## src/design/ctm_consts.svh

```systemverilog
`ifndef CTM_CONSTS_SVH
`define CTM_CONSTS_SVH

// ==========================================
// register byte offsets on the apb window
`define CTM_OFF_CTRL0 8'h00
`define CTM_OFF_CTRL1 8'h04
`define CTM_OFF_COUNT 8'h08
`define CTM_OFF_CMPA 8'h0C
`define CTM_OFF_FLAGS 8'h10

// ==========================================
// reset values
`define CTM_RST_CTRL0 8'h00
`define CTM_RST_CTRL1 8'h00
`define CTM_RST_CMPA 10'h000

// ==========================================
// flag register bit positions
`define CTM_FLAG_A_BIT 0
`define CTM_FLAG_P_BIT 1

// ==========================================
// counter geometry and prescaler taps
`define CTM_CNT_FULL 11'h400
`define CTM_CNT_MAX 10'h3FF
`define CTM_PRE_W 8
`define CTM_TAP_DIV4 2
`define CTM_TAP_DIV16 4
`define CTM_TAP_DIV64 6
`define CTM_TAP_LIRC 8

`endif

```

## src/design/ctm_pkg.sv

```systemverilog
`default_nettype none

package ctm_pkg;

    // ==========================================
    // control register layouts
    typedef struct packed {
        logic count_hold;
        logic [2:0] count_clock_select;
        logic timer_run;
        logic [2:0] period_code;
    } ctm_ctrl0_s;

    typedef struct packed {
        logic [1:0] mode_field;
        logic [1:0] pin_action_field;
        logic output_initial_level;
        logic output_invert;
        logic period_duty_swap;
        logic clear_source_select;
    } ctm_ctrl1_s;

    // ==========================================
    // operating modes
    typedef enum logic [1:0] {
        CTM_MODE_CMP = 2'b00,
        CTM_MODE_UNDEF = 2'b01,
        CTM_MODE_PWM = 2'b10,
        CTM_MODE_TC = 2'b11
    } ctm_mode_e;

    // ==========================================
    // counting clock sources
    typedef enum logic [2:0] {
        CTM_CK_SYS4 = 3'b000,
        CTM_CK_SYS = 3'b001,
        CTM_CK_H16 = 3'b010,
        CTM_CK_H64 = 3'b011,
        CTM_CK_LIRC = 3'b100,
        CTM_CK_UNDEF = 3'b101,
        CTM_CK_EXT_RISE = 3'b110,
        CTM_CK_EXT_FALL = 3'b111
    } ctm_clk_e;

endpackage

`default_nettype wire

```

## src/design/ctm_timer.sv

```systemverilog
`timescale 1ns/10ps
`default_nettype none
`include "ctm_consts.svh"

module ctm_timer
    import ctm_pkg::*;
#(
    parameter int ADDR_W = 8
) (
    input wire logic pclk,
    input wire logic presetn,
    input wire logic psel,
    input wire logic penable,
    input wire logic pwrite,
    input wire logic [ADDR_W-1:0] paddr,
    input wire logic [31:0] pwdata,
    input wire logic [3:0] pstrb,
    output logic [31:0] prdata,
    output logic pready,
    output logic pslverr,
    input wire logic external_count_pin,
    output logic wave_out_pin_a,
    output logic wave_out_pin_b,
    output logic wave_out_oe
);

    // ==========================================
    // state
    ctm_ctrl0_s ctrl0_q;
    ctm_ctrl1_s ctrl1_q;
    logic [9:0] cmpa_q;
    logic match_a_flag_q;
    logic match_p_flag_q;
    logic [9:0] cnt_q;
    logic run_d1_q;
    logic [`CTM_PRE_W-1:0] pre_q;
    logic ext_s1_q;
    logic ext_s2_q;
    logic ext_s3_q;
    logic wave_q;
    logic [31:0] prdata_q;

    // ==========================================
    // decode helpers
    ctm_mode_e mode;
    logic is_pwm;
    logic is_cmp;
    logic setup_ph;
    logic wr_acc;
    logic mapped;
    logic [7:0] offs;

    assign mode = ctm_mode_e'(ctrl1_q.mode_field);
    assign is_pwm = (mode == CTM_MODE_PWM);
    assign is_cmp = (mode == CTM_MODE_CMP);
    assign offs = paddr[7:0];
    assign setup_ph = psel && !penable;
    assign wr_acc = psel && penable && pwrite;
    assign mapped = (offs == `CTM_OFF_CTRL0) || (offs == `CTM_OFF_CTRL1) || (offs == `CTM_OFF_COUNT)
                    || (offs == `CTM_OFF_CMPA) || (offs == `CTM_OFF_FLAGS);

    // ==========================================
    // apb answer: zero wait, error on unmapped
    assign pready = 1'b1;
    assign pslverr = psel && penable && !mapped;
    assign prdata = prdata_q;

    // read data captured in setup cycle
    always_ff @(posedge pclk or negedge presetn) begin
        if (!presetn) begin
            prdata_q <= 32'h0000_0000;
        end else if (setup_ph && !pwrite) begin
            case (offs)
                `CTM_OFF_CTRL0: prdata_q <= {24'h00_0000, ctrl0_q};
                `CTM_OFF_CTRL1: prdata_q <= {24'h00_0000, ctrl1_q};
                `CTM_OFF_COUNT: prdata_q <= {22'h0, cnt_q};
                `CTM_OFF_CMPA: prdata_q <= {22'h0, cmpa_q};
                `CTM_OFF_FLAGS: prdata_q <= {30'h0, match_p_flag_q, match_a_flag_q};
                default: prdata_q <= 32'h0000_0000;
            endcase
        end
    end

    // control and compare registers
    always_ff @(posedge pclk or negedge presetn) begin
        if (!presetn) begin
            ctrl0_q <= `CTM_RST_CTRL0;
            ctrl1_q <= `CTM_RST_CTRL1;
            cmpa_q <= `CTM_RST_CMPA;
        end else if (wr_acc) begin
            if (offs == `CTM_OFF_CTRL0 && pstrb[0]) begin
                ctrl0_q <= pwdata[7:0];
            end
            if (offs == `CTM_OFF_CTRL1 && pstrb[0]) begin
                ctrl1_q <= pwdata[7:0];
            end
            if (offs == `CTM_OFF_CMPA) begin
                if (pstrb[0]) begin
                    cmpa_q[7:0] <= pwdata[7:0];
                end
                if (pstrb[1]) begin
                    cmpa_q[9:8] <= pwdata[9:8];
                end
            end
        end
    end

    // ==========================================
    // counting clock selection
    logic run_rise;
    logic ext_rise;
    logic ext_fall;
    logic tick;

    // edges are taken after two flops, so the count pin may be fully asynchronous
    assign run_rise = ctrl0_q.timer_run && !run_d1_q;
    assign ext_rise = ext_s2_q && !ext_s3_q;
    assign ext_fall = !ext_s2_q && ext_s3_q;

    // free-running prescaler and pin synchroniser
    always_ff @(posedge pclk or negedge presetn) begin
        if (!presetn) begin
            pre_q <= '0;
            ext_s1_q <= 1'b0;
            ext_s2_q <= 1'b0;
            ext_s3_q <= 1'b0;
            run_d1_q <= 1'b0;
        end else begin
            pre_q <= pre_q + 1'b1;
            ext_s1_q <= external_count_pin;
            ext_s2_q <= ext_s1_q;
            ext_s3_q <= ext_s2_q;
            run_d1_q <= ctrl0_q.timer_run;
        end
    end

    // one-cycle tick from the chosen source
    always_comb begin
        case (ctm_clk_e'(ctrl0_q.count_clock_select))
            CTM_CK_SYS4: tick = &pre_q[`CTM_TAP_DIV4-1:0];
            CTM_CK_SYS: tick = 1'b1;
            CTM_CK_H16: tick = &pre_q[`CTM_TAP_DIV16-1:0];
            CTM_CK_H64: tick = &pre_q[`CTM_TAP_DIV64-1:0];
            CTM_CK_LIRC: tick = &pre_q[`CTM_TAP_LIRC-1:0];
            CTM_CK_EXT_RISE: tick = ext_rise;
            CTM_CK_EXT_FALL: tick = ext_fall;
            default: tick = 1'b0;
        endcase
    end

    // ==========================================
    // comparators
    logic cnt_en;
    logic [10:0] cnt_nx;
    logic [10:0] pval;
    logic [10:0] aval;
    logic p_hit;
    logic a_hit;
    logic ovf;
    logic clr;
    logic a_set;
    logic p_set;

    // the clearing edge itself never counts, so a fresh run starts from zero
    assign cnt_en = ctrl0_q.timer_run && !run_rise && !ctrl0_q.count_hold && tick;
    assign cnt_nx = {1'b0, cnt_q} + 11'h001;
    assign pval = (ctrl0_q.period_code == 3'h0) ? `CTM_CNT_FULL : {1'b0, ctrl0_q.period_code, 7'h00};
    // a zero compare value never matches, which leaves a free overflow at 3FF
    assign aval = {1'b0, cmpa_q};
    assign p_hit = cnt_en && (cnt_nx == pval);
    assign a_hit = cnt_en && (cmpa_q != 10'h000) && (cnt_nx == aval);
    assign ovf = cnt_en && cnt_nx[10];

    // clear source by mode and selection
    always_comb begin
        if (is_pwm) begin
            clr = ctrl1_q.period_duty_swap ? (a_hit || ovf) : p_hit;
        end else if (ctrl1_q.clear_source_select) begin
            clr = a_hit || ovf;
        end else begin
            clr = p_hit;
        end
    end

    assign a_set = a_hit;
    assign p_set = p_hit && (is_pwm || !ctrl1_q.clear_source_select);

    // ==========================================
    // counter
    always_ff @(posedge pclk or negedge presetn) begin
        if (!presetn) begin
            cnt_q <= 10'h000;
        end else if (run_rise) begin
            cnt_q <= 10'h000;
        end else if (cnt_en) begin
            cnt_q <= clr ? 10'h000 : cnt_nx[9:0];
        end
    end

    // sticky flags, write one to clear, set wins
    always_ff @(posedge pclk or negedge presetn) begin
        if (!presetn) begin
            match_a_flag_q <= 1'b0;
            match_p_flag_q <= 1'b0;
        end else begin
            if (a_set) begin
                match_a_flag_q <= 1'b1;
            end else if (wr_acc && offs == `CTM_OFF_FLAGS && pstrb[0] && pwdata[`CTM_FLAG_A_BIT]) begin
                match_a_flag_q <= 1'b0;
            end
            if (p_set) begin
                match_p_flag_q <= 1'b1;
            end else if (wr_acc && offs == `CTM_OFF_FLAGS && pstrb[0] && pwdata[`CTM_FLAG_P_BIT]) begin
                match_p_flag_q <= 1'b0;
            end
        end
    end

    // ==========================================
    // pwm level
    logic [10:0] period_v;
    logic [10:0] duty_v;
    logic pwm_active;
    logic oc;

    // duty at or past the period keeps the level active for the whole cycle
    assign oc = ctrl1_q.output_initial_level;
    assign period_v = ctrl1_q.period_duty_swap ? ((cmpa_q == 10'h000) ? `CTM_CNT_FULL : aval) : pval;
    assign duty_v = ctrl1_q.period_duty_swap ? pval : aval;
    assign pwm_active = (duty_v >= period_v) || ({1'b0, cnt_q} < duty_v);

    // waveform state before inversion
    always_ff @(posedge pclk or negedge presetn) begin
        if (!presetn) begin
            wave_q <= 1'b0;
        end else if (is_cmp) begin
            if (run_rise) begin
                wave_q <= oc;
            end else if (a_set) begin
                case (ctrl1_q.pin_action_field)
                    2'b01: wave_q <= 1'b0;
                    2'b10: wave_q <= 1'b1;
                    2'b11: wave_q <= !wave_q;
                    default: wave_q <= wave_q;
                endcase
            end
        end else if (is_pwm) begin
            case (ctrl1_q.pin_action_field)
                2'b01: wave_q <= oc;
                2'b10: wave_q <= pwm_active ? oc : !oc;
                default: wave_q <= !oc;
            endcase
        end
    end

    // pin drivers, released in timer/counter and undefined modes
    always_ff @(posedge pclk or negedge presetn) begin
        if (!presetn) begin
            wave_out_pin_a <= 1'b0;
            wave_out_pin_b <= 1'b0;
            wave_out_oe <= 1'b0;
        end else begin
            wave_out_pin_a <= (is_cmp || is_pwm) && (wave_q ^ ctrl1_q.output_invert);
            wave_out_pin_b <= (is_cmp || is_pwm) && (wave_q ^ ctrl1_q.output_invert);
            wave_out_oe <= is_cmp || is_pwm;
        end
    end

    // ==========================================
    // assertions
    AST_RUN_CLEAR: assert property (@(posedge pclk) disable iff (!presetn)
        run_rise |=> (cnt_q == 10'h000)) else $error("counter not cleared on run rising");

    AST_RUN_OFF: assert property (@(posedge pclk) disable iff (!presetn)
        !ctrl0_q.timer_run |=> (cnt_q == $past(cnt_q))) else $error("counter moved while off");

    AST_INIT_LEVEL: assert property (@(posedge pclk) disable iff (!presetn)
        (run_rise && is_cmp) |=> ##1 (wave_out_pin_a == ($past(oc, 2) ^ $past(ctrl1_q.output_invert, 2))))
        else $error("pin not back at initial level");

    AST_NO_P_FLAG: assert property (@(posedge pclk) disable iff (!presetn)
        (ctrl1_q.clear_source_select && !is_pwm && !match_p_flag_q) |=> !match_p_flag_q)
        else $error("p flag raised with select one");

    AST_OVF_3FF: assert property (@(posedge pclk) disable iff (!presetn)
        (cnt_en && !is_pwm && ctrl1_q.clear_source_select && cmpa_q == 10'h000 && cnt_q == `CTM_CNT_MAX)
        |-> !a_set ##1 (cnt_q == 10'h000)) else $error("no clean overflow at 3FF");

    AST_P_CLEAR: assert property (@(posedge pclk) disable iff (!presetn)
        (p_hit && !is_pwm && !ctrl1_q.clear_source_select) |=> (cnt_q == 10'h000 && match_p_flag_q))
        else $error("p match did not clear counter and set flag");

    AST_HOLD: assert property (@(posedge pclk) disable iff (!presetn)
        (ctrl0_q.count_hold && !run_rise) [*2] |-> $stable(cnt_q)) else $error("counter moved while held");

    AST_CMP_PIN: assert property (@(posedge pclk) disable iff (!presetn)
        (is_cmp && !a_set && !run_rise && $stable(ctrl1_q)) |=> $stable(wave_q))
        else $error("compare pin changed without A match");

    AST_FULL_DUTY: assert property (@(posedge pclk) disable iff (!presetn)
        (is_pwm && ctrl1_q.pin_action_field == 2'b10 && duty_v >= period_v) |=> (wave_q == $past(oc)))
        else $error("full duty not held active");

    // run edges and period decode
    AST_RUN_FALL_KEEP: assert property (@(posedge pclk) disable iff (!presetn)
        $fell(ctrl0_q.timer_run) |=> $stable(cnt_q))
        else $error("counter lost its value when run fell");

    AST_P_DECODE: assert property (@(posedge pclk) disable iff (!presetn)
        cnt_en |-> (p_hit == ((cnt_q[9:7] == ctrl0_q.period_code - 3'h1) && (cnt_q[6:0] == 7'h7F))))
        else $error("period match off its 128-count step");

    // flags and clearing
    AST_A_FLAG: assert property (@(posedge pclk) disable iff (!presetn)
        a_hit |=> match_a_flag_q)
        else $error("A match left its flag low");

    AST_SEL_A_CLEAR: assert property (@(posedge pclk) disable iff (!presetn)
        (a_hit && !is_pwm && ctrl1_q.clear_source_select) |=> (cnt_q == 10'h000 && match_a_flag_q))
        else $error("A match did not clear counter with select one");

    AST_PWM_P_CLEAR: assert property (@(posedge pclk) disable iff (!presetn)
        (is_pwm && !ctrl1_q.period_duty_swap && p_hit) |=> (cnt_q == 10'h000 && match_p_flag_q))
        else $error("pwm period match did not clear and flag");

    AST_SWAP_A_CLEAR: assert property (@(posedge pclk) disable iff (!presetn)
        (is_pwm && ctrl1_q.period_duty_swap && a_hit) |=> (cnt_q == 10'h000 && match_a_flag_q))
        else $error("swapped pwm period not set by compare value");

    // pin release and pwm output shape
    AST_TC_PIN_OFF: assert property (@(posedge pclk) disable iff (!presetn)
        (mode == CTM_MODE_TC) |=> (!wave_out_oe && !wave_out_pin_a && !wave_out_pin_b))
        else $error("pins driven in timer/counter mode");

    AST_PWM_INACTIVE: assert property (@(posedge pclk) disable iff (!presetn)
        (is_pwm && ctrl1_q.pin_action_field == 2'b00) |=> (wave_q == !$past(oc)))
        else $error("pwm not forced inactive");

    AST_PWM_ACTIVE: assert property (@(posedge pclk) disable iff (!presetn)
        (is_pwm && ctrl1_q.pin_action_field == 2'b01) |=> (wave_q == $past(oc)))
        else $error("pwm not forced active");

    AST_PWM_TAIL: assert property (@(posedge pclk) disable iff (!presetn)
        (is_pwm && ctrl1_q.pin_action_field == 2'b10 && duty_v < period_v && {1'b0, cnt_q} >= duty_v)
        |=> (wave_q == !$past(oc))) else $error("pwm active past the duty value");

endmodule // ctm_timer

`default_nettype wire
```

## config.mk

```make
export PLATFORM = sky130hd
export DESIGN_NAME = ctm_timer
export DESIGN_NICKNAME = d
export VERILOG_FILES = /design/src/design/ctm_pkg.sv /design/src/design/ctm_timer.sv
export VERILOG_INCLUDE_DIRS = /design/src /design/src/design
export SDC_FILE = /design/constraint.sdc
export NUM_CORES = 1
export LEC_CHECK = 0
export BUFFER_PORTS_ARGS = -buffer_cell sky130_fd_sc_hd__buf_4
export CAP_MARGIN = 5
export CORE_ASPECT_RATIO = 1.1
export CORE_MARGIN = 2
export CORE_UTILIZATION = 40
export DETAILED_ROUTE_END_ITERATION = 10
export PLACE_DENSITY = 0.66
export SYNTH_ARGS = -nofsm -noshare
export SYNTH_HDL_FRONTEND = slang
export SYNTH_SLANG_ARGS = --single-unit
```

## constraint.sdc

```tcl
create_clock -name pclk -period 2.5 [get_ports pclk]
set_clock_uncertainty 0.15 [all_clocks]
set_input_delay 0.125 -clock pclk [delete_from_list [all_inputs] [get_ports pclk]]
set_output_delay 0.125 -clock pclk [all_outputs]
set_load 0.005 [all_outputs]
```

==> impl_metrics.csv <==
group,metric,value,unit
grt,grt_pass1_vias,3842,
clocking,cts_tree,"done",
worst_hold_path,hold_path.class,"input port to flip-flop",
worst_setup_path,r2r-end,"cnt_q[6]",
power_and_ir_drop,p_clk_frac,0.515,
yosys,netlist_top_cells_count,"63 x dfrtp_1, 43 x nand2_1, 28 x buf_4, 27 x mux2_2, 21 x inv_1",
sta,timing.hold.ws,0.08937,ns
routing,drc,0,
yosys,syn_area_per_cell,9.841,um2
yosys,synth_most_common_cell,"dfrtp_1",
yosys,ys_seq_area_frac,0.3657,
place,port_buffers,39,
floorplan,start_util,0.4128,
routing,routed_wl,11730,um
floorplan,die-height,112.9,um
sta,rsz0062_at_grt,"true",
power_and_ir_drop,power_leakage,2.701,nW
cells_and_area,final_layout_size_suffix_gt1_frac,0.3665,
power_and_ir_drop,peakVddDrop,0.0003683,V
routing,wl_met1,4903,um
yosys,async_reset_ff_frac,1.000,
grt,grt_max_degree,64,
sta,drv_slew,0,
clocking,clkSinkCount,63,
sta,finalCritPeriodShare,1.021,
grt,overflow,0,
status,status,"finished, violations left",
yosys,ys_ff_latch,63,
grt,gr-usage-all-layers,0.2080,
cells_and_area,n_antenna_cell,0,
place,dp_cells,657,
sta,max_freq,0.3918,GHz
worst_hold_path,min_to,"prdata[7]",
place,place_area,5062,um2
worst_hold_path,hold_path_depth,5,
yosys,synth_largest_area_cell,"dfrtp_1",
worst_setup_path,cp_max_fo,5,
routing,first_pass_iters,5,
worst_setup_path,cp.required,2.58,ns
yosys,netlist_instances,438,
worst_setup_path,r2r_start,"cmpa_q[9]",
worst_hold_path,hp-start,"paddr[4]",
routing,num_vias,3718,
yosys,synth_ff_type,"dfrtp_1",
routing,vias_per_cell,5.420,
routing,wl_met3,626,um
floorplan,io_pins,87,
clocking,htree_num_levels,3,
sta,hold_viol,0,
power_and_ir_drop,power.internal,1.895,mW
grt,grt_pass1_wl,18750,um
sta,setup_slack,-0.05238,ns
yosys,yosys_warnings,0,
cells_and_area,utilization,0.5488,
clocking,cts_buffers,9,
yosys,synth_edf_count,0,
worst_setup_path,endpoint_kind,"flip-flop",
floorplan,rows,39,
worst_setup_path,reg2reg_depth,8,
power_and_ir_drop,p_per_area,428.7,nW/um2
yosys,netlist_area,4310,um2
place,gp_congestion,0.8688,
power_and_ir_drop,swShare,0.2286,
routing,dr.max_layer_used,"met4",
grt,grt_antenna_before_repair,0,
job,maxCapViolations,0,
power_and_ir_drop,power,2.456,mW
worst_setup_path,startpoint,"cmpa_q[9]",
yosys,synth_top_cell_area_share,0.3657,
routing,routedWlPerCell,17.09,um
floorplan,die_w,103.0,um
sta,setup_viol,5,
sta,finalCriticalPeriod,2.552,ns
place,post-dp-hpwl,8473,um
status,violations,"negative setup slack",
clocking,clock_path_buffers,2,
sta,relSlewSlack,0.4738,
cells_and_area,area_growth,32.95,%
clocking,cts-root-buf,"clkbuf_16",
worst_setup_path,criticalPathCategory,"flip-flop to flip-flop",
power_and_ir_drop,p_comb_frac,0.064,
yosys,yosys-top-cells-area,"dfrtp_1 37%, mux2_2 7.1%, ha_1 5.5%",
floorplan,core_area,10440,um2
cells_and_area,postLayoutCellArea,5731,um2
yosys,synthDistinctLibCells,66,
worst_setup_path,cp-start-kind,"flip-flop",
sta,worst_pin_slew,0.7893,ns
worst_setup_path,cp.arrival,2.64,ns
clocking,clk-insertion-delay-late,0.33,ns
routing,drtIter0Drc,150,
cells_and_area,fin_nets,608,
floorplan,dieArea,11620,um2
cells_and_area,fin_cells,686,
routing,met2_length,5843,um
power_and_ir_drop,seq_power_share,0.420,
clocking,clkTransAtPathRegs,0.06,ns
power_and_ir_drop,switching_power,0.5616,mW
routing,postRouteAntennaNets,0,
worst_setup_path,r2r_slack,-0.05,ns
registers in the layout, indices dropped and copies added, names as in the netlist:
register and count:
cmpa_q 10, cnt_q 10, prdata 10, ctrl0_q 8, pre_q 8, ctrl1_q 5, mode 2, ext_s1_q 1
ext_s2_q 1, ext_s3_q 1, match_a_flag_q 1, match_p_flag_q 1, oc 1, run_d1_q 1, wave_out_oe 1, wave_out_pin_b 1
wave_q 1
placed cells by master (no fill, tap or decap), drive strengths merged, types with 4 or more instances in the layout:
master       instances
a211oi               4
a21o                 5
a21oi               11
and2                 6
and3                 5
and4                 4
buf                104
clkbuf              10
conb                23
dfrtp               63
dlygate4sd3         12
ha                  19
inv                 21
mux2                27
mux2i               16
mux4                 6
nand2               44
nand2b              12
nand3               18
nand4               13
nor2                10
nor3                 9
o21ai               17
or3                  4
xnor2               13
xor2                10
layer usage:
metal / up-vias / global-route usage
met4: 0 / 0.07807
met1: 1804 / 0.2538
met2: 132 / 0.3597
li1: 1751 / -
met5: - / 0
met3: 31 / 0.03953
cell families after synthesis:
family | after synthesis | share of synthesized area
other | 2 | 0.001742
muxes | 49 | 0.1390
adders and majority gates | 19 | 0.05515
AOI/OAI and AO/OA | 72 | 0.1216
xor gates and xnor gates | 23 | 0.04673
and+or+nand+nor | 142 | 0.1826
buffers and inverters | 68 | 0.08737
DFF | 63 | 0.3657
critical path, cell delays in order, from the launching register on:
cell and delay, ns:
dfrtp_2 0.45, buf_4 0.16, xor2_1 0.27, xnor2_1 0.20, o32a_4 0.25, nor3_4 0.06
a41o_2 0.30, or3_4 0.42, o311ai_4 0.22
power groups by stage:
stage | logic (mW) | registers, mW | clock network [mW]
3_3_place_gp | 0.129 | 1.05 | 0
2_1_floorplan | 0.0813 | 1.05 | 0
4_1_cts | 0.155 | 1.03 | 1.29
3_5_place_dp | 0.132 | 1.05 | 0
5_1_grt | 0.176 | 1.03 | 1.33
6_report | 0.158 | 1.03 | 1.27
worst max-delay path by stage:
| stage | endpoint | cells after the start | slack (ns) |
|---|---|---|---|
| after CTS | wave_q | 10 | -0.03 |
| final | cnt_q[6] | 8 | -0.05 |
| after detailed placement | wave_q | 10 | -0.13 |
| after global placement | wave_q | 10 | -0.07 |
| after floorplan | cnt_q[6] | 9 | 0.004 |
| after global routing | cnt_q[6] | 8 | -0.16 |
layout make-up:
| type | instances | area [um2] |
|---|---|---|
| Inverter | 21 | 78.83 |
| Sequential cell | 63 | 1584 |
| Tap cell | 143 | 178.9 |
| Clock buffer | 10 | 239.0 |
| Multi-Input combinational cell | 328 | 2650 |
| Clock inverter | 5 | 58.81 |
| Fill cell | 910 | 4712 |
| Timing Repair Buffer | 116 | 940.9 |
through the flow:
step | setup slack (ns) | TNS, ns
6_report | -0.05238 | -0.1396
3_3_place_gp | -0.06560 | -0.1725
2_1_floorplan | 0.004309 | 0
4_1_cts | -0.03025 | -0.03025
3_5_place_dp | -0.1253 | -0.6324
5_1_grt | -0.1569 | -1.311
timing repair:
item | in CTS | in global routing
hold endpoints to repair | 92 | 0
resized for setup | 28 | 16
pin swaps | 15 | 12
setup endpoints to repair | 10 | 11
hold buffers | 12 | 0
setup buffers | 2 | 0
No activity file was read; power rests on OpenSTA's default activity.
